File: src/rtl/rtc_defs.svh
// Constants for the real-time clock block: widths, field positions, reset values, timing.
// Assumes inclusion by bare name from rtl/; definitions only.
`ifndef RTC_DEFS_SVH
`define RTC_DEFS_SVH

`define SEC_W              32
`define FRAC_W             12
`define DAYTIME_W          20
`define INTERVAL_W         32
`define TRIM_W             8
`define OSC_SETUP_W        8
`define RAW_WAVE_BIT       0
`define SEC_RST            32'h00000000
`define FRAC_RST           12'h000
`define DAYTIME_RST        20'h00000
`define INTERVAL_RST       32'h00000000
`define TRIM_RST           8'h00
`define OSC_SETUP_RST      8'h00
`define FRAC_ALL_ONES      12'hFFF
`define INTERVAL_ALL_ONES  32'hFFFFFFFF
`define OSC_LAST_NOMINAL   4'h7
`define OSC_LAST_FAST      4'h6
`define OSC_LAST_SLOW      4'h8
`define SQW_SEL_1HZ        2'h0
`define SQW_SEL_512HZ      2'h1
`define SQW_SEL_4KHZ       2'h2
`define SQW_1HZ_BIT        11
`define SQW_512HZ_BIT      2
`define RAW_4KHZ_BIT       2
`define BUSY_OSC_EDGES     2'h2
`define READY_WINDOW_US    120
`define CLK_PERIOD_NS      10

`endif

File: src/rtl/rtc_pkg.sv
// Types shared by the real-time clock block.
// Assumes no other package.
package rtc_pkg;

  typedef struct packed {
    logic       run_enable;
    logic       free_read;
    logic       read_window_irq_on;
    logic       daytime_irq_on;
    logic       interval_irq_on;
    logic       wave_out_enable;
    logic [1:0] wave_rate_sel;
    logic       write_unlock;
  } ctrl_s;

  typedef struct packed {
    logic busy;
    logic read_window;
    logic daytime_flag;
    logic interval_flag;
  } status_s;

  typedef enum logic [3:0] {
    PM_RUN    = 4'h1,
    PM_SLEEP  = 4'h2,
    PM_DEEP   = 4'h4,
    PM_BACKUP = 4'h8
  } power_mode_e;

endpackage : rtc_pkg

File: src/rtl/rtc_access_alarm_squarewave.sv
// Real-time clock core: counters, access gating, alarms, interrupt/wake, square wave.
// Assumes one 100 MHz clock; the 32.768 kHz oscillator arrives as an asynchronous pin.
// How it works
// - Fraction wrap advances the 32-bit seconds count
// - Run enable low freezes both counters
// - Read window flag high for 120 us
// - Free-read permit allows counter reads anytime
// - Read window rising raises interrupt when enabled
// - Synchronised writes hold busy until crossed
// - Trim and run enable need unlock; busy
// - Daytime alarm matches seconds bits 19..0
// - Daytime match sets flag once
// - Daytime flag requests interrupt when enabled
// - Interval enable loads counter, counts sub-seconds
// - Interval wrap sets flag and reloads
// - Later interval alarms recur exactly
// - Start value zero gives full count
// - Three enabled sources merge into interrupt
// - Alarms wake low-power modes when permitted
// - Square wave rates 1Hz/512Hz/4kHz or 32kHz
// - 1Hz and 512Hz follow trimmed clock
// - Counter writes need idle and read window
`timescale 1ns/100ps
`default_nettype none
`include "rtc_defs.svh"

module rtc_access_alarm_squarewave
  import rtc_pkg::*;
#(
  parameter int unsigned READY_WINDOW_CYCLES = `READY_WINDOW_US * 1000 / `CLK_PERIOD_NS,
  parameter int unsigned READY_CNT_W         = 14
) (
  input  wire logic                    mclk_in,
  input  wire logic                    rst_n_in,
  input  wire logic                    osc_32k_in,
  input  wire logic [31:0]             wdata_in,
  input  wire ctrl_s                   ctrl_wdata_in,
  input  wire logic                    sec_wr_in,
  input  wire logic                    frac_wr_in,
  input  wire logic                    daytime_alarm_wr_in,
  input  wire logic                    interval_alarm_wr_in,
  input  wire logic                    trim_wr_in,
  input  wire logic                    osc_setup_wr_in,
  input  wire logic                    ctrl_wr_in,
  input  wire logic                    read_window_clear_in,
  input  wire logic                    daytime_flag_set_in,
  input  wire logic                    daytime_flag_clear_in,
  input  wire logic                    interval_flag_clear_in,
  input  wire logic                    system_irq_enable_in,
  input  wire logic                    clock_wake_permit_in,
  input  wire power_mode_e             power_mode_in,
  output logic [`SEC_W-1:0]            sec_out,
  output logic [`FRAC_W-1:0]           frac_out,
  output logic [`DAYTIME_W-1:0]        daytime_alarm_reg_out,
  output logic [`INTERVAL_W-1:0]       interval_alarm_reg_out,
  output logic [`TRIM_W-1:0]           trim_out,
  output logic [`OSC_SETUP_W-1:0]      crystal_osc_setup_reg_out,
  output ctrl_s                        ctrl_out,
  output status_s                      status_out,
  output logic                         counter_read_ok_out,
  output logic                         irq_out,
  output logic                         wake_out,
  output logic                         calibration_wave_pin_out
);

  // ****************************************************************
  // Parameter checks
  // ****************************************************************
  if (READY_WINDOW_CYCLES < 1 || READY_WINDOW_CYCLES >= (64'd1 << READY_CNT_W)) begin : g_chk
    $error("READY_WINDOW_CYCLES does not fit READY_CNT_W");
  end

  // ****************************************************************
  // Declarations
  // ****************************************************************
  logic                    osc_sync1_r;
  logic                    osc_sync2_r;
  logic                    osc_prev_r;
  logic [3:0]              presc_r;
  logic [2:0]              raw_div_r;
  logic [`TRIM_W-1:0]      trim_left_r;
  logic [`SEC_W-1:0]       sec_r;
  logic [`FRAC_W-1:0]      frac_r;
  logic [`DAYTIME_W-1:0]   daytime_r;
  logic [`INTERVAL_W-1:0]  interval_r;
  logic [`INTERVAL_W-1:0]  ivl_cnt_r;
  logic [`TRIM_W-1:0]      trim_r;
  logic [`OSC_SETUP_W-1:0] osc_setup_r;
  ctrl_s                   ctrl_r;
  logic                    ivl_on_d_r;
  logic                    busy_r;
  logic [1:0]              busy_cnt_r;
  logic                    rdy_r;
  logic [READY_CNT_W-1:0]  rdy_cnt_r;
  logic                    sec_step_r;
  logic                    day_flag_r;
  logic                    ivl_flag_r;
  logic                    irq_r;
  logic                    wake_r;
  logic                    wave_r;

  // ****************************************************************
  // Decode and selection
  // ****************************************************************
  wire        osc_edge     = osc_sync2_r & ~osc_prev_r;
  wire        trim_active  = (trim_left_r != `TRIM_W'(0));
  wire [3:0]  presc_last   = !trim_active ? `OSC_LAST_NOMINAL :
                             (trim_r[`TRIM_W-1] ? `OSC_LAST_SLOW : `OSC_LAST_FAST);
  wire        sub_tick     = osc_edge & ctrl_r.run_enable & (presc_r == presc_last);
  wire        frac_wrap    = sub_tick & (frac_r == `FRAC_ALL_ONES);
  wire [`TRIM_W-1:0] trim_abs = trim_r[`TRIM_W-1] ? `TRIM_W'(~trim_r + `TRIM_W'(1)) : trim_r;

  wire        cnt_wr_ok    = ~busy_r & rdy_r;
  wire        sec_wr_ok    = sec_wr_in & cnt_wr_ok;
  wire        frac_wr_ok   = frac_wr_in & cnt_wr_ok;
  wire        day_wr_ok    = daytime_alarm_wr_in & ~busy_r & ~ctrl_r.daytime_irq_on;
  wire        ivl_wr_ok    = interval_alarm_wr_in & ~busy_r & ~ctrl_r.interval_irq_on;
  wire        trim_wr_ok   = trim_wr_in & ~busy_r & ctrl_r.write_unlock;
  wire        osc_wr_ok    = osc_setup_wr_in & ctrl_r.write_unlock;
  wire        ctrl_wr_ok   = ctrl_wr_in & ~busy_r;
  wire        busy_set     = sec_wr_ok | frac_wr_ok | day_wr_ok | ivl_wr_ok | trim_wr_ok | ctrl_wr_ok;

  ctrl_s      ctrl_nxt;
  always_comb begin
    ctrl_nxt = ctrl_wdata_in;
    if (!ctrl_r.write_unlock) begin
      ctrl_nxt.run_enable = ctrl_r.run_enable;
    end
  end

  wire        ivl_start    = ctrl_r.interval_irq_on & ~ivl_on_d_r;
  wire        ivl_wrap     = ctrl_r.interval_irq_on & ~ivl_start & sub_tick &
                             (ivl_cnt_r == `INTERVAL_ALL_ONES);
  wire        day_match    = sec_step_r & (sec_r[`DAYTIME_W-1:0] == daytime_r);
  wire        rdy_done     = (rdy_cnt_r == READY_CNT_W'(READY_WINDOW_CYCLES - 1));

  wire        irq_nxt      = system_irq_enable_in &
                             ((day_flag_r & ctrl_r.daytime_irq_on) |
                              (ivl_flag_r & ctrl_r.interval_irq_on) |
                              (rdy_r & ctrl_r.read_window_irq_on));
  wire        low_power    = (power_mode_in == PM_SLEEP) | (power_mode_in == PM_DEEP) |
                             (power_mode_in == PM_BACKUP);
  wire        wake_nxt     = clock_wake_permit_in & low_power &
                             ((day_flag_r & ctrl_r.daytime_irq_on) |
                              (ivl_flag_r & ctrl_r.interval_irq_on));
  wire        wave_sel     = (ctrl_r.wave_rate_sel == `SQW_SEL_1HZ)   ? frac_r[`SQW_1HZ_BIT] :
                             (ctrl_r.wave_rate_sel == `SQW_SEL_512HZ) ? frac_r[`SQW_512HZ_BIT] :
                             (ctrl_r.wave_rate_sel == `SQW_SEL_4KHZ)  ? raw_div_r[`RAW_4KHZ_BIT] :
                             1'b0;
  wire        wave_nxt     = osc_setup_r[`RAW_WAVE_BIT] ? osc_sync2_r :
                             (ctrl_r.wave_out_enable & wave_sel);

  // ****************************************************************
  // Oscillator input and prescaler
  // ****************************************************************
  always_ff @(posedge mclk_in or negedge rst_n_in) begin
    if (!rst_n_in) begin
      osc_sync1_r <= 1'b0;
      osc_sync2_r <= 1'b0;
      osc_prev_r  <= 1'b0;
    end else begin
      osc_sync1_r <= osc_32k_in;
      osc_sync2_r <= osc_sync1_r;
      osc_prev_r  <= osc_sync2_r;
    end
  end

  always_ff @(posedge mclk_in or negedge rst_n_in) begin
    if (!rst_n_in) begin
      presc_r   <= 4'h0;
      raw_div_r <= 3'h0;
    end else if (osc_edge) begin
      raw_div_r <= raw_div_r + 3'h1;
      if (!ctrl_r.run_enable) begin
        presc_r <= presc_r;
      end else if (presc_r == presc_last) begin
        presc_r <= 4'h0;
      end else begin
        presc_r <= presc_r + 4'h1;
      end
    end
  end

  always_ff @(posedge mclk_in or negedge rst_n_in) begin
    if (!rst_n_in) begin
      trim_left_r <= `TRIM_RST;
    end else if (frac_wrap) begin
      trim_left_r <= trim_abs;
    end else if (sub_tick && trim_active) begin
      trim_left_r <= trim_left_r - `TRIM_W'(1);
    end
  end

  // ****************************************************************
  // Seconds and fraction counters
  // ****************************************************************
  always_ff @(posedge mclk_in or negedge rst_n_in) begin
    if (!rst_n_in) begin
      frac_r <= `FRAC_RST;
    end else if (frac_wr_ok) begin
      frac_r <= wdata_in[`FRAC_W-1:0];
    end else if (sub_tick) begin
      frac_r <= frac_r + `FRAC_W'(1);
    end
  end

  always_ff @(posedge mclk_in or negedge rst_n_in) begin
    if (!rst_n_in) begin
      sec_r      <= `SEC_RST;
      sec_step_r <= 1'b0;
    end else begin
      sec_step_r <= frac_wrap & ~sec_wr_ok;
      if (sec_wr_ok) begin
        sec_r <= wdata_in[`SEC_W-1:0];
      end else if (frac_wrap) begin
        sec_r <= sec_r + `SEC_W'(1);
      end
    end
  end

  // ****************************************************************
  // Software registers
  // ****************************************************************
  always_ff @(posedge mclk_in or negedge rst_n_in) begin
    if (!rst_n_in) begin
      daytime_r   <= `DAYTIME_RST;
      interval_r  <= `INTERVAL_RST;
      trim_r      <= `TRIM_RST;
      osc_setup_r <= `OSC_SETUP_RST;
      ctrl_r      <= '0;
    end else begin
      if (day_wr_ok) begin
        daytime_r <= wdata_in[`DAYTIME_W-1:0];
      end
      if (ivl_wr_ok) begin
        interval_r <= wdata_in[`INTERVAL_W-1:0];
      end
      if (trim_wr_ok) begin
        trim_r <= wdata_in[`TRIM_W-1:0];
      end
      if (osc_wr_ok) begin
        osc_setup_r <= wdata_in[`OSC_SETUP_W-1:0];
      end
      if (ctrl_wr_ok) begin
        ctrl_r <= ctrl_nxt;
      end
    end
  end

  // ****************************************************************
  // Busy flag
  // ****************************************************************
  always_ff @(posedge mclk_in or negedge rst_n_in) begin
    if (!rst_n_in) begin
      busy_r     <= 1'b0;
      busy_cnt_r <= 2'h0;
    end else if (busy_set) begin
      busy_r     <= 1'b1;
      busy_cnt_r <= 2'h0;
    end else if (busy_r && osc_edge) begin
      if (busy_cnt_r == `BUSY_OSC_EDGES - 2'h1) begin
        busy_r <= 1'b0;
      end
      busy_cnt_r <= busy_cnt_r + 2'h1;
    end
  end

  // ****************************************************************
  // Read window
  // ****************************************************************
  always_ff @(posedge mclk_in or negedge rst_n_in) begin
    if (!rst_n_in) begin
      rdy_r     <= 1'b0;
      rdy_cnt_r <= '0;
    end else if (sub_tick) begin
      rdy_r     <= 1'b1;
      rdy_cnt_r <= '0;
    end else if (read_window_clear_in) begin
      rdy_r <= 1'b0;
    end else if (rdy_r) begin
      if (rdy_done) begin
        rdy_r <= 1'b0;
      end
      rdy_cnt_r <= rdy_cnt_r + READY_CNT_W'(1);
    end
  end

  // ****************************************************************
  // Alarms
  // ****************************************************************
  always_ff @(posedge mclk_in or negedge rst_n_in) begin
    if (!rst_n_in) begin
      day_flag_r <= 1'b0;
    end else if (day_match || daytime_flag_set_in) begin
      day_flag_r <= 1'b1;
    end else if (daytime_flag_clear_in) begin
      day_flag_r <= 1'b0;
    end
  end

  always_ff @(posedge mclk_in or negedge rst_n_in) begin
    if (!rst_n_in) begin
      ivl_on_d_r <= 1'b0;
      ivl_cnt_r  <= `INTERVAL_RST;
      ivl_flag_r <= 1'b0;
    end else begin
      ivl_on_d_r <= ctrl_r.interval_irq_on;
      if (ivl_start || ivl_wrap) begin
        ivl_cnt_r <= interval_r;
      end else if (ctrl_r.interval_irq_on && sub_tick) begin
        ivl_cnt_r <= ivl_cnt_r + `INTERVAL_W'(1);
      end
      if (ivl_wrap) begin
        ivl_flag_r <= 1'b1;
      end else if (interval_flag_clear_in) begin
        ivl_flag_r <= 1'b0;
      end
    end
  end

  // ****************************************************************
  // Interrupt, wake and square wave outputs
  // ****************************************************************
  always_ff @(posedge mclk_in or negedge rst_n_in) begin
    if (!rst_n_in) begin
      irq_r  <= 1'b0;
      wake_r <= 1'b0;
      wave_r <= 1'b0;
    end else begin
      irq_r  <= irq_nxt;
      wake_r <= wake_nxt;
      wave_r <= wave_nxt;
    end
  end

  assign sec_out                   = sec_r;
  assign frac_out                  = frac_r;
  assign daytime_alarm_reg_out     = daytime_r;
  assign interval_alarm_reg_out    = interval_r;
  assign trim_out                  = trim_r;
  assign crystal_osc_setup_reg_out = osc_setup_r;
  assign ctrl_out                  = ctrl_r;
  assign status_out                = '{busy: busy_r, read_window: rdy_r,
                                       daytime_flag: day_flag_r, interval_flag: ivl_flag_r};
  assign counter_read_ok_out       = ctrl_r.free_read | (rdy_r & ~busy_r);
  assign irq_out                   = irq_r;
  assign wake_out                  = wake_r;
  assign calibration_wave_pin_out  = wave_r;

endmodule : rtc_access_alarm_squarewave

`default_nettype wire

File: config.mk
export PLATFORM = sky130hd
export DESIGN_NAME = rtc_access_alarm_squarewave
export DESIGN_NICKNAME = d
export VERILOG_FILES = /design/src/rtl/rtc_pkg.sv /design/src/rtl/rtc_access_alarm_squarewave.sv
export VERILOG_INCLUDE_DIRS = /design/src /design/src/rtl
export SDC_FILE = /design/constraint.sdc
export NUM_CORES = 1
export LEC_CHECK = 0
export BUFFER_PORTS_ARGS = -buffer_cell sky130_fd_sc_hd__buf_2
export CELL_PAD_IN_SITES_DETAIL_PLACEMENT = 1
export CELL_PAD_IN_SITES_GLOBAL_PLACEMENT = 1
export CORE_MARGIN = 2
export CORE_UTILIZATION = 47
export DETAILED_ROUTE_END_ITERATION = 10
export PLACE_DENSITY = 0.93
export SKIP_CTS_REPAIR_TIMING = 1
export SYNTH_ARGS = -nofsm -noshare
export SYNTH_HDL_FRONTEND = slang
export SYNTH_SLANG_ARGS = --single-unit
File: constraint.sdc
create_clock -name mclk_in -period 6.6 [get_ports mclk_in]
set_clock_uncertainty 0.1 [all_clocks]
set_input_delay 0.99 -clock mclk_in [delete_from_list [all_inputs] [get_ports mclk_in]]
set_output_delay 0.99 -clock mclk_in [all_outputs]
set_load 0.005 [all_outputs]
==> flow_summary.toml, run 1 <==
[status]
status = "complete, no violations"

[power_and_ir_drop]
power_w = 0.00576
p_leak_nw = 5.14
power_density_nw_per_um2 = 486
switching_power_w = 0.00247
swShare_pct = 42.9
intPower_w = 0.00329
ir_drop_v = 0.000234
p_seq_share_pct = 39.2
clkPwrFrac_pct = 18.4
pwr-share-comb_pct = 42.4

[clock_tree]
worstSkewPairLatency_ns = 0.45
cts_tree = "yes"
htree_levels = 4
path_clk_slew_ns = 0.07
root_buffer = "clkbuf_16"
cts.sinks = 196
numCtsBuffers = 17
clockBufferDepth = 2

[sta]
slew_headroom_pct = 14.4
fin_crit_sh_pct = 53.4
worstMarginPinSlew_ns = 1.28
clock.fmax_mhz = 284
slew_violations = 0
hold_violations = 0
setup_viol = 0
tns_ns = 0
min_period_ns = 3.52
rsz0062_at_grt = "false"

[synthesis]
ys_types = 69
avgSynthCellArea_sq_um = 10.2
synth_cells = 994
yosysTopAreaCell = "dfrtp_1"
synth_common_cells = "dfrtp_1 (196), nor2_1 (85), mux2_2 (76)"
synth_edf_count = 0
synthFlopType = "dfrtp_1"
synth-async-reset-ratio_pct = 100
yosys_warnings = 0
synth_area_leaders = "dfrtp_1 (48%), mux2_2 (8.4%), xnor2_1 (4.1%)"
yosysMostFrequentCell = "dfrtp_1"
syn-num-nets = 1064
synth-seq-cells = 196
synth_area_sq_um = 10200
ys_seq_area_share_pct = 48.3
netlist.area_leader.share_pct = 48.3

[critical_path]
required_ns = 6.83
crit_start = "trim_out[7]"
rr_startpoint = "trim_out[7]"
path_class = "reg -> reg"
r2r_slack_ns = 3.08
cp_data_arrival_time_ns = 3.75
worst-path-max-fanout = 42
worstRegToRegCells = 6
cp-start-kind = "flop"
r2r_end = "ivl_cnt_r[27]"
crit_path_end_kind = "flop"

[floorplan]
ios = 190
fp-row-count = 53
dieArea_sq_um = 22800
die_w_um = 151
core_region_area_sq_um = 21100
die_h_um = 151
initial_core_util_pct = 48.2

[placement]
place_congestion = 0.880
numPortBuffers = 189
dp_hpwl_mm = 23.7

[detailed_routing]
drc = 0
num_vias = 9122
wl_met3_mm = 2.80
drtIter0Drc = 762
firstDrtPassIters = 5
top_layer = "met4"
postRouteAntennaNets = 0
routed_via_density = 6.33
drt-met1-wl_mm = 14.2
detail_route.wl_per_cell_um = 24.9
routed_wl_mm = 35.9
wl_met2_mm = 17.3

[finish]
areaGrowthSynthToFinish_pct = 16.5
drive_gt1_share_pct = 27.4
num-nets-final = 1225

[job]
drv_cap = 0

[global_route]
grt_max_degree = 77
grt_pass1_vias = 9662
grt_use_total_pct = 32.1
antenna_found_initial = 0
grt_pass1_wl_mm = 55.4
grt.overflow.total = 0

[hold_path]
hold-path-endpoint = "osc_sync2_r"
hp-start = "osc_sync1_r"
hold_class = "reg -> reg"
min_path_cells = 0
critical path, stage by stage, from the launching register on:
cell and delay [ns]:
dfrtp_1 0.53, o31ai_1 0.85, and3_1 0.63, o21a_1 0.22
buf_4 0.42, o21ai_0 0.24, a221o_1 0.39
area by class of cell:
class,instances,area (sq um)
Clock inverter,8,101
Multi-Input combinational cell,714,4870
Timing Repair Buffer,200,1040
Antenna cell,1,2.50
Sequential cell,196,4900
Fill cell,2382,9260
Inverter,26,97.6
Tap cell,275,344
Clock buffer,22,474
worst max path at each step:
| stage | endpoint | slack, ns |
|---|---|---|
| 2_1_floorplan | ivl_cnt_r[2] | 3.93 |
| 3_3_place_gp | ivl_cnt_r[11] | 3.40 |
| 3_5_place_dp | ivl_cnt_r[27] | 3.27 |
| 4_1_cts | ivl_cnt_r[27] | 3.18 |
| 5_1_grt | ivl_cnt_r[27] | 2.88 |
| 6_report | ivl_cnt_r[27] | 3.08 |
per-stage QoR:
stage,setup WS (ns),utilization [%],hold WS (ns),area [sq um],std cells
3_3_place_gp,3.40,53.4,0.271,11300,1411
2_1_floorplan,3.93,-,0.231,10200,994
3_5_place_dp,3.27,53.4,0.238,11300,1411
4_1_cts,3.18,56.1,0.277,11800,1441
6_report,3.08,56.1,0.279,11800,1442
5_1_grt,2.88,56.1,0.285,11800,1441
logic make-up (layout without fill, tap and decap cells):
family	count (synthesis)	count (layout)	share of synthesized area, %
flip-flops	196	196	48.3
AND/OR/NAND/NOR	358	358	18.2
AO/OA/AOI/OAI	161	161	10.2
adder cells (fa/ha/maj)	9	9	1.11
multiplexers	97	97	10.5
buffers and inverters	84	256	3.98
XOR/XNOR	89	89	7.68
other	0	1	0
layer usage:
| metal | GRT usage [%] | vias up |
|---|---|---|
| met5 | 0 | - |
| met4 | 14.2 | 0 |
| li1 | - | 3880 |
| met2 | 52.4 | 458 |
| met3 | 7.08 | 117 |
| met1 | 41.1 | 4667 |
state kept, by name (all words and copies together) (netlist names), 9 cells and up:
register and flops:
ctrl_out 9, daytime_alarm_reg_out 20, interval_alarm_reg_out 32, sec_out 32
frac_out 12, rdy_cnt_r 14, ivl_cnt_r 32
cell usage in the layout (no fill, tap or decap), drive strengths merged, types with 6 or more instances in the layout:
cell type    n
a31oi        7
buf        199
nor4b        9
or3          9
o21ai       27
nor3        17
nand3       47
nor4        29
xor2        42
and4         6
mux2i       21
a2bb2oi      8
clkbuf      23
and3        19
a21oi       72
nor2        85
xnor2       47
mux2        76
nand4       31
nand2       75
inv         26
ha           9
dfrtp      196
and2         8
power by group through the flow:
stage                     logic, W  registers, W  clock network [W]
after floorplan            0.00160       0.00206                  0
after global placement     0.00219       0.00220                  0
after detailed placement   0.00234       0.00223                  0
after CTS                  0.00242       0.00224            0.00106
after global routing       0.00265       0.00231            0.00111
final                      0.00244       0.00226            0.00106
Power figures use the tool's default switching activity.
==> run 2, diff against run 1 <==
--- a/config.mk
+++ b/config.mk
@@ -6,13 +6,14 @@
 export SDC_FILE = /design/constraint.sdc
 export NUM_CORES = 1
 export LEC_CHECK = 0
+export ABC_AREA = 1
 export BUFFER_PORTS_ARGS = -buffer_cell sky130_fd_sc_hd__buf_2
 export CELL_PAD_IN_SITES_DETAIL_PLACEMENT = 1
 export CELL_PAD_IN_SITES_GLOBAL_PLACEMENT = 1
 export CORE_MARGIN = 2
-export CORE_UTILIZATION = 47
+export CORE_UTILIZATION = 38
 export DETAILED_ROUTE_END_ITERATION = 10
-export PLACE_DENSITY = 0.93
+export PLACE_DENSITY = 0.85
 export SKIP_CTS_REPAIR_TIMING = 1
 export SYNTH_ARGS = -nofsm -noshare
 export SYNTH_HDL_FRONTEND = slang
==> constraint.sdc (replaced) <==
create_clock -name mclk_in -period 3 [get_ports mclk_in]
set_clock_uncertainty 0.1 [all_clocks]
set_input_delay 0.45 -clock mclk_in [delete_from_list [all_inputs] [get_ports mclk_in]]
set_output_delay 0.45 -clock mclk_in [all_outputs]
set_load 0.005 [all_outputs]
==> run 2 against run 1 <==
Critical path depth up 6; final cell count up 45%; area after synthesis up 12%; synthesized cell count up 52%; non-clock buffer count up 6.
==> flow_summary.toml, run 2 <==
[status]
status = "complete, no violations"

[floorplan]
core_region_area_sq_um = 29600
die_w_um = 177
ios = 190
dieArea_sq_um = 31300
die_h_um = 177
initial_core_util_pct = 38.5
fp-row-count = 63

[power_and_ir_drop]
power_w = 0.0113
power_density_nw_per_um2 = 852
ir_drop_v = 0.000416
p_leak_nw = 6.62
p_seq_share_pct = 41.9
intPower_w = 0.00650
swShare_pct = 42.5
clkPwrFrac_pct = 20.9
pwr-share-comb_pct = 37.2
switching_power_w = 0.00481

[detailed_routing]
drtIter0Drc = 754
num_vias = 11000
drc = 0
postRouteAntennaNets = 0
routed_via_density = 5.27
routed_wl_mm = 39.1
detail_route.wl_per_cell_um = 18.7
firstDrtPassIters = 5

[synthesis]
yosysTopAreaCell = "dfrtp_1"
synth_area_sq_um = 11400
ys_seq_area_share_pct = 43.1
yosysMostFrequentCell = "nand2_1"
synth_cells = 1511
syn-num-nets = 1581
synth-async-reset-ratio_pct = 100
synthFlopType = "dfrtp_1"
synth_edf_count = 0
avgSynthCellArea_sq_um = 7.53
synth_area_leaders = "dfrtp_1 (43%), nand2_1 (16%), nand3_1 (6.5%)"
synth_common_cells = "nand2_1 (481), dfrtp_1 (196), inv_1 (179)"
netlist.area_leader.share_pct = 43.1
synth-seq-cells = 196
ys_types = 46
yosys_warnings = 0

[critical_path]
cpPeakStageDelay_ns = 0.40
rr_startpoint = "trim_left_r[0]"
path_cells = "inv_1 -> ha_1 -> nand3_1 -> inv_1 -> nand2_1 -> nand2_4 -> nand2_4 -> nor2_8 -> nand3_4 -> nand3_1 -> nand3_1 -> nand2_1"
r2r_end = "ivl_cnt_r[3]"
r2r_slack_ns = 0.56
path_class = "reg -> reg"
crit_path_end_kind = "flop"
path_common_cell = "nand3_1"
worstRegToRegCells = 12
cp-start-kind = "flop"
worst-path-max-fanout = 33
cp_data_arrival_time_ns = 2.73
required_ns = 3.29
slowest_stage = "nand3_4"

[finish]
final_common_cell = "nand2_1"
n_antenna_cell = 0
areaGrowthSynthToFinish_pct = 16.6
drive_gt1_share_pct = 17.5
layout_common_cells = "nand2_1 (481), dfrtp_1 (196), buf_2 (188)"
num-nets-final = 1755
fin_area_sq_um = 13300

[global_route]
grt_use_total_pct = 25.4
antenna_found_initial = 1
grt_max_degree = 66
grt_pass1_vias = 11500
grt_pass1_wl_mm = 62.4
grt.overflow.total = 0

[sta]
hold_violations = 0
clock.fmax_mhz = 410
setup_viol = 0
worstMarginPinSlew_ns = 0.773
slew_violations = 0
slew_headroom_pct = 48.4
min_period_ns = 2.44
tns_ns = 0
fin_crit_sh_pct = 81.3
rsz0062_at_grt = "false"

[clock_tree]
worstSkewPairLatency_ns = 0.46
cts_tree = "yes"
path_clk_slew_ns = 0.08
numCtsBuffers = 17
clockBufferDepth = 2
cts.sinks = 196
root_buffer = "clkbuf_16"
htree_levels = 4

[job]
drv_cap = 0

[hold_path]
hp-start = "interval_flag_clear_in"
hold-path-endpoint = "ivl_flag_r"
hold_class = "in -> reg"
min_path_cells = 2

[placement]
postPlaceCellArea_sq_um = 12700
numPortBuffers = 189
place_congestion = 0.947
dp_hpwl_mm = 29.4
-- run 2: cell count changes after synthesis, moves of 17 or more --
cell	delta
a21oi_1	-68
and3_1	-19
clkbuf_1	-17
inv_1	+154
mux2_2	-76
mux2i_1	-21
nand2_1	+406
nand3_1	+100
nor2_1	+33
nor4_1	-21
o21ai_0	+55
xnor2_1	-21
-- run 2: cells by family (layout without fill, tap and decap cells) --
logic type	after synthesis	count (layout)	share of synthesized area, %
XOR/XNOR	73	73	5.62
flip-flops	196	196	43.1
AO/OA/AOI/OAI	140	140	7.86
AND/OR/NAND/NOR	856	856	33.4
buffers and inverters	237	424	9.03
adder cells (fa/ha/maj)	9	9	0.990
-- run 2: cell type report --
class,instances,area (sq um)
fill,3776,16300
multi-input combinational,1078,5460
sequential,196,4900
timing repair buffer,206,1140
inverter,186,698
tap,390,488
clock buffer,19,443
clock inverter,13,140
-- run 2: critical path: cells and delay by family (launching register included) --
kind                       cells  cell delay, ns
adders and majority gates      1            0.22
buffers and inverters          2            0.21
DFF                            1            0.38
and+or+nand+nor                9            1.46
-- run 2: power groups by stage --
stage | logic (W) | registers (W) | clock network [W]
after floorplan | 0.00262 | 0.00447 | 0
final | 0.00421 | 0.00474 | 0.00236
after CTS | 0.00426 | 0.00472 | 0.00239
after detailed placement | 0.00422 | 0.00475 | 0
after global placement | 0.00400 | 0.00471 | 0
after global routing | 0.00479 | 0.00487 | 0.00249
-- run 2: how the worst max path moves through the flow --
stage,start,end,depth (start not counted)
finish,trim_left_r[0],ivl_cnt_r[3],12
global route,trim_left_r[0],ivl_cnt_r[8],12
CTS,trim_left_r[0],ivl_cnt_r[13],12
detailed placement,trim_left_r[0],ivl_cnt_r[3],12
global placement,trim_left_r[0],ivl_cnt_r[14],12
floorplan,trim_left_r[0],sec_out[15],14
-- run 2: stage by stage --
stage | util [%] | hold WS [ns] | setup WS, ns | std cells
3_5_place_dp | 42.9 | 0.241 | 0.611 | 2054
4_1_cts | 44.8 | -0.0842 | 0.557 | 2086
3_3_place_gp | 42.9 | 0.232 | 0.709 | 2054
2_1_floorplan | - | 0.0544 | 1.12 | 1511
5_1_grt | 44.9 | 0.0686 | 0.330 | 2088
6_report | 44.9 | 0.0722 | 0.562 | 2088
-- run 2: per-layer routing --
| metal | up-vias | track usage, % | share of wire, % |
|---|---|---|---|
| met4 | 0 | 10.1 | 3.4 |
| met2 | 309 | 42.6 | 48 |
| met1 | 5459 | 32.5 | 43 |
| met5 | - | 0 | 0 |
| met3 | 85 | 4.36 | 5.7 |
| li1 | 5148 | - | - |
==> run 3, diff against run 2 <==
--- a/config.mk
+++ b/config.mk
@@ -6,14 +6,14 @@
 export SDC_FILE = /design/constraint.sdc
 export NUM_CORES = 1
 export LEC_CHECK = 0
-export ABC_AREA = 1
+export ABC_AREA = 0
 export BUFFER_PORTS_ARGS = -buffer_cell sky130_fd_sc_hd__buf_2
 export CELL_PAD_IN_SITES_DETAIL_PLACEMENT = 1
 export CELL_PAD_IN_SITES_GLOBAL_PLACEMENT = 1
 export CORE_MARGIN = 2
-export CORE_UTILIZATION = 38
+export CORE_UTILIZATION = 39
 export DETAILED_ROUTE_END_ITERATION = 10
-export PLACE_DENSITY = 0.85
+export PLACE_DENSITY = 0.83
 export SKIP_CTS_REPAIR_TIMING = 1
 export SYNTH_ARGS = -nofsm -noshare
 export SYNTH_HDL_FRONTEND = slang
==> constraint.sdc (replaced) <==
create_clock -name mclk_in -period 2 [get_ports mclk_in]
set_clock_uncertainty 0.1 [all_clocks]
set_input_delay 0.3 -clock mclk_in [delete_from_list [all_inputs] [get_ports mclk_in]]
set_output_delay 0.3 -clock mclk_in [all_outputs]
set_load 0.005 [all_outputs]
==> run 3 against run 2 <==
First-iteration DRC count increased by 18%; the run now ends with hold timing, setup timing left; via count shrank 6.0%; worst hold slack worse by 0.080 ns; register-to-register slack got worse by 1.5 ns; wire length increased by 18%; maximum frequency down 16%; critical path type unchanged; highest routed layer unchanged.
==> flow_summary.toml, run 3 (synthesized netlist as in run 1, its figures left out) <==
[status]
status = "complete, but fails checks"
violations = "hold timing, setup timing"

[critical_path]
worst-path-max-fanout = 5
crit_start = "sec_out[13]"
path_cells = "nand4_1 -> nor4_1 -> buf_4 -> nand4_1 -> nor4_4 -> xnor2_1 -> a21oi_1"
crit_family = "simple AND/OR/NAND/NOR gates"
cp_data_arrival_time_ns = 3.15
crit_path_end_kind = "flop"
r2r_slack_ns = -0.91
cp-start-kind = "flop"
path_depth = 7
r2r_end = "sec_out[30]"
slowest_stage = "nor4_1"
rr_startpoint = "sec_out[13]"
required_ns = 2.24
path_common_cell = "nand4_1"
path_class = "reg -> reg"
worstRegToRegCells = 7
crit_path_end = "sec_out[30]"
critPathBufInv = 1
cpPeakStageDelay_ns = 0.55

[power_and_ir_drop]
clkPwrFrac_pct = 15.5
p_leak_nw = 6.27
intPower_w = 0.0133
power_density_nw_per_um2 = 1680
p_seq_share_pct = 29.5
switching_power_w = 0.0107
pwr-share-comb_pct = 55.0
ir_drop_v = 0.000722
swShare_pct = 44.5

[sta]
clock.fmax_mhz = 344
setup_viol = 104
worstMarginPinSlew_ns = 0.530
rsz0062_at_grt = "true"
min_period_ns = 2.91
slew_violations = 0
whs_ns = -0.00815
fin_crit_sh_pct = 145
fin_ws_ns = -0.908
slew_headroom_pct = 64.3
hold_violations = 2

[detailed_routing]
routed_via_density = 6.08
routed_wl_mm = 46.1
detail_route.wl_per_cell_um = 27.1
postRouteAntennaNets = 0
firstDrtPassIters = 5
num_vias = 10300
drtIter0Drc = 887
drc = 0

[floorplan]
core_region_area_sq_um = 25800
die_h_um = 165
initial_core_util_pct = 39.3
die_w_um = 165
ios = 190
dieArea_sq_um = 27300
fp-row-count = 59

[clock_tree]
worstSkewPairLatency_ns = 0.46
htree_levels = 4
path_clk_slew_ns = 0.08
root_buffer = "clkbuf_16"
cts.sinks = 196
cts_tree = "yes"
numCtsBuffers = 17
clockBufferDepth = 2

[finish]
utilization_pct = 55.3
final_cells = 1702
areaGrowthSynthToFinish_pct = 40.6
num-nets-final = 1423
multi_input_area_sq_um = 5420
ff_latch_area_sq_um = 4910
layout_common_cells = "dfrtp_1 (195), buf_2 (188), buf_4 (163)"
drive_gt1_share_pct = 42.0
num-fill-cells = 2860
final_common_cell = "dfrtp_1"

[placement]
dp_hpwl_mm = 27.9
placed_cells = 1639
place_congestion = 0.878
numPortBuffers = 189

[global_route]
grt.overflow.total = 0
antenna_found_initial = 1
grt_max_degree = 65
grt_use_total_pct = 28.9
grt_pass1_vias = 10300
grt_pass1_wl_mm = 59.9

[hold_path]
hold_class = "in -> reg"

[job]
drv_cap = 0
## run 3: changes by cell type in the layout (fill, tap and decap cells not counted), sizes merged, moves of 68 or more
cell and delta:
a21oi +68, nand3 -107, mux2 +76, buf +175, nand2 -421, inv -159
## run 3: final cells by class
class,count,share of cell area (%)
antenna,1,0.0175
timing repair buffer,397,19.8
clock inverter,13,1.14
tap,335,2.94
inverter,26,0.684
clock buffer,19,3.10
sequential,196,34.4
multi-input combinational,715,38.0
## run 3: how the worst min path moves through the flow
stage          slack [ns]                           end  cells after the start                  from
3_3_place_gp         0.22  crystal_osc_setup_reg_out[5]                      1              rst_n_in
5_1_grt            -0.004                   ctrl_out[5]                      2      ctrl_wdata_in[5]
2_1_floorplan        -0.1                 busy_cnt_r[0]                      0              rst_n_in
6_report           -0.008                       irq_out                      2  system_irq_enable_in
3_5_place_dp         0.22  crystal_osc_setup_reg_out[5]                      1              rst_n_in
4_1_cts             -0.27  crystal_osc_setup_reg_out[5]                      1              rst_n_in
## run 3: power groups by stage
stage | Combinational (W) | Clock, W | Sequential, W
after detailed placement | 0.0106 | 0 | 0.00693
after floorplan | 0.00537 | 0 | 0.00680
after global routing | 0.0139 | 0.00386 | 0.00719
after global placement | 0.0100 | 0 | 0.00684
final | 0.0132 | 0.00372 | 0.00706
after CTS | 0.0109 | 0.00369 | 0.00691
## run 3: layer usage
metal / up-vias / global-route usage [%] / share of wire, %
met5: - / 0 / 0
met4: 0 / 12.6 / 5.8
met3: 185 / 5.67 / 8.0
met2: 622 / 49.3 / 49
met1: 5248 / 35.8 / 38
li1: 4286 / - / -
## run 3: stage by stage
step | hold WS [ns] | TNS (ns) | cell area, sq um | setup WS (ns) | power, W
after floorplan | -0.0956 | -45.16 | 10200 | -0.632 | 0.0122
after global placement | 0.216 | -60.74 | 12700 | -0.759 | 0.0169
after detailed placement | 0.216 | -69.38 | 12700 | -0.844 | 0.0175
after CTS | -0.270 | -72.07 | 13400 | -0.858 | 0.0215
after global routing | -0.00401 | -81.55 | 14300 | -0.939 | 0.0249
final | -0.00815 | -75.23 | 14300 | -0.908 | 0.0239
## run 3: worst reg2reg max path, cell delays in order, from the launching register on
cell and delay (ns):
dfrtp_1 0.48, nand4_1 0.22, nor4_1 0.55, buf_4 0.25, nand4_1 0.43, nor4_4 0.47, xnor2_1 0.19, a21oi_1 0.10
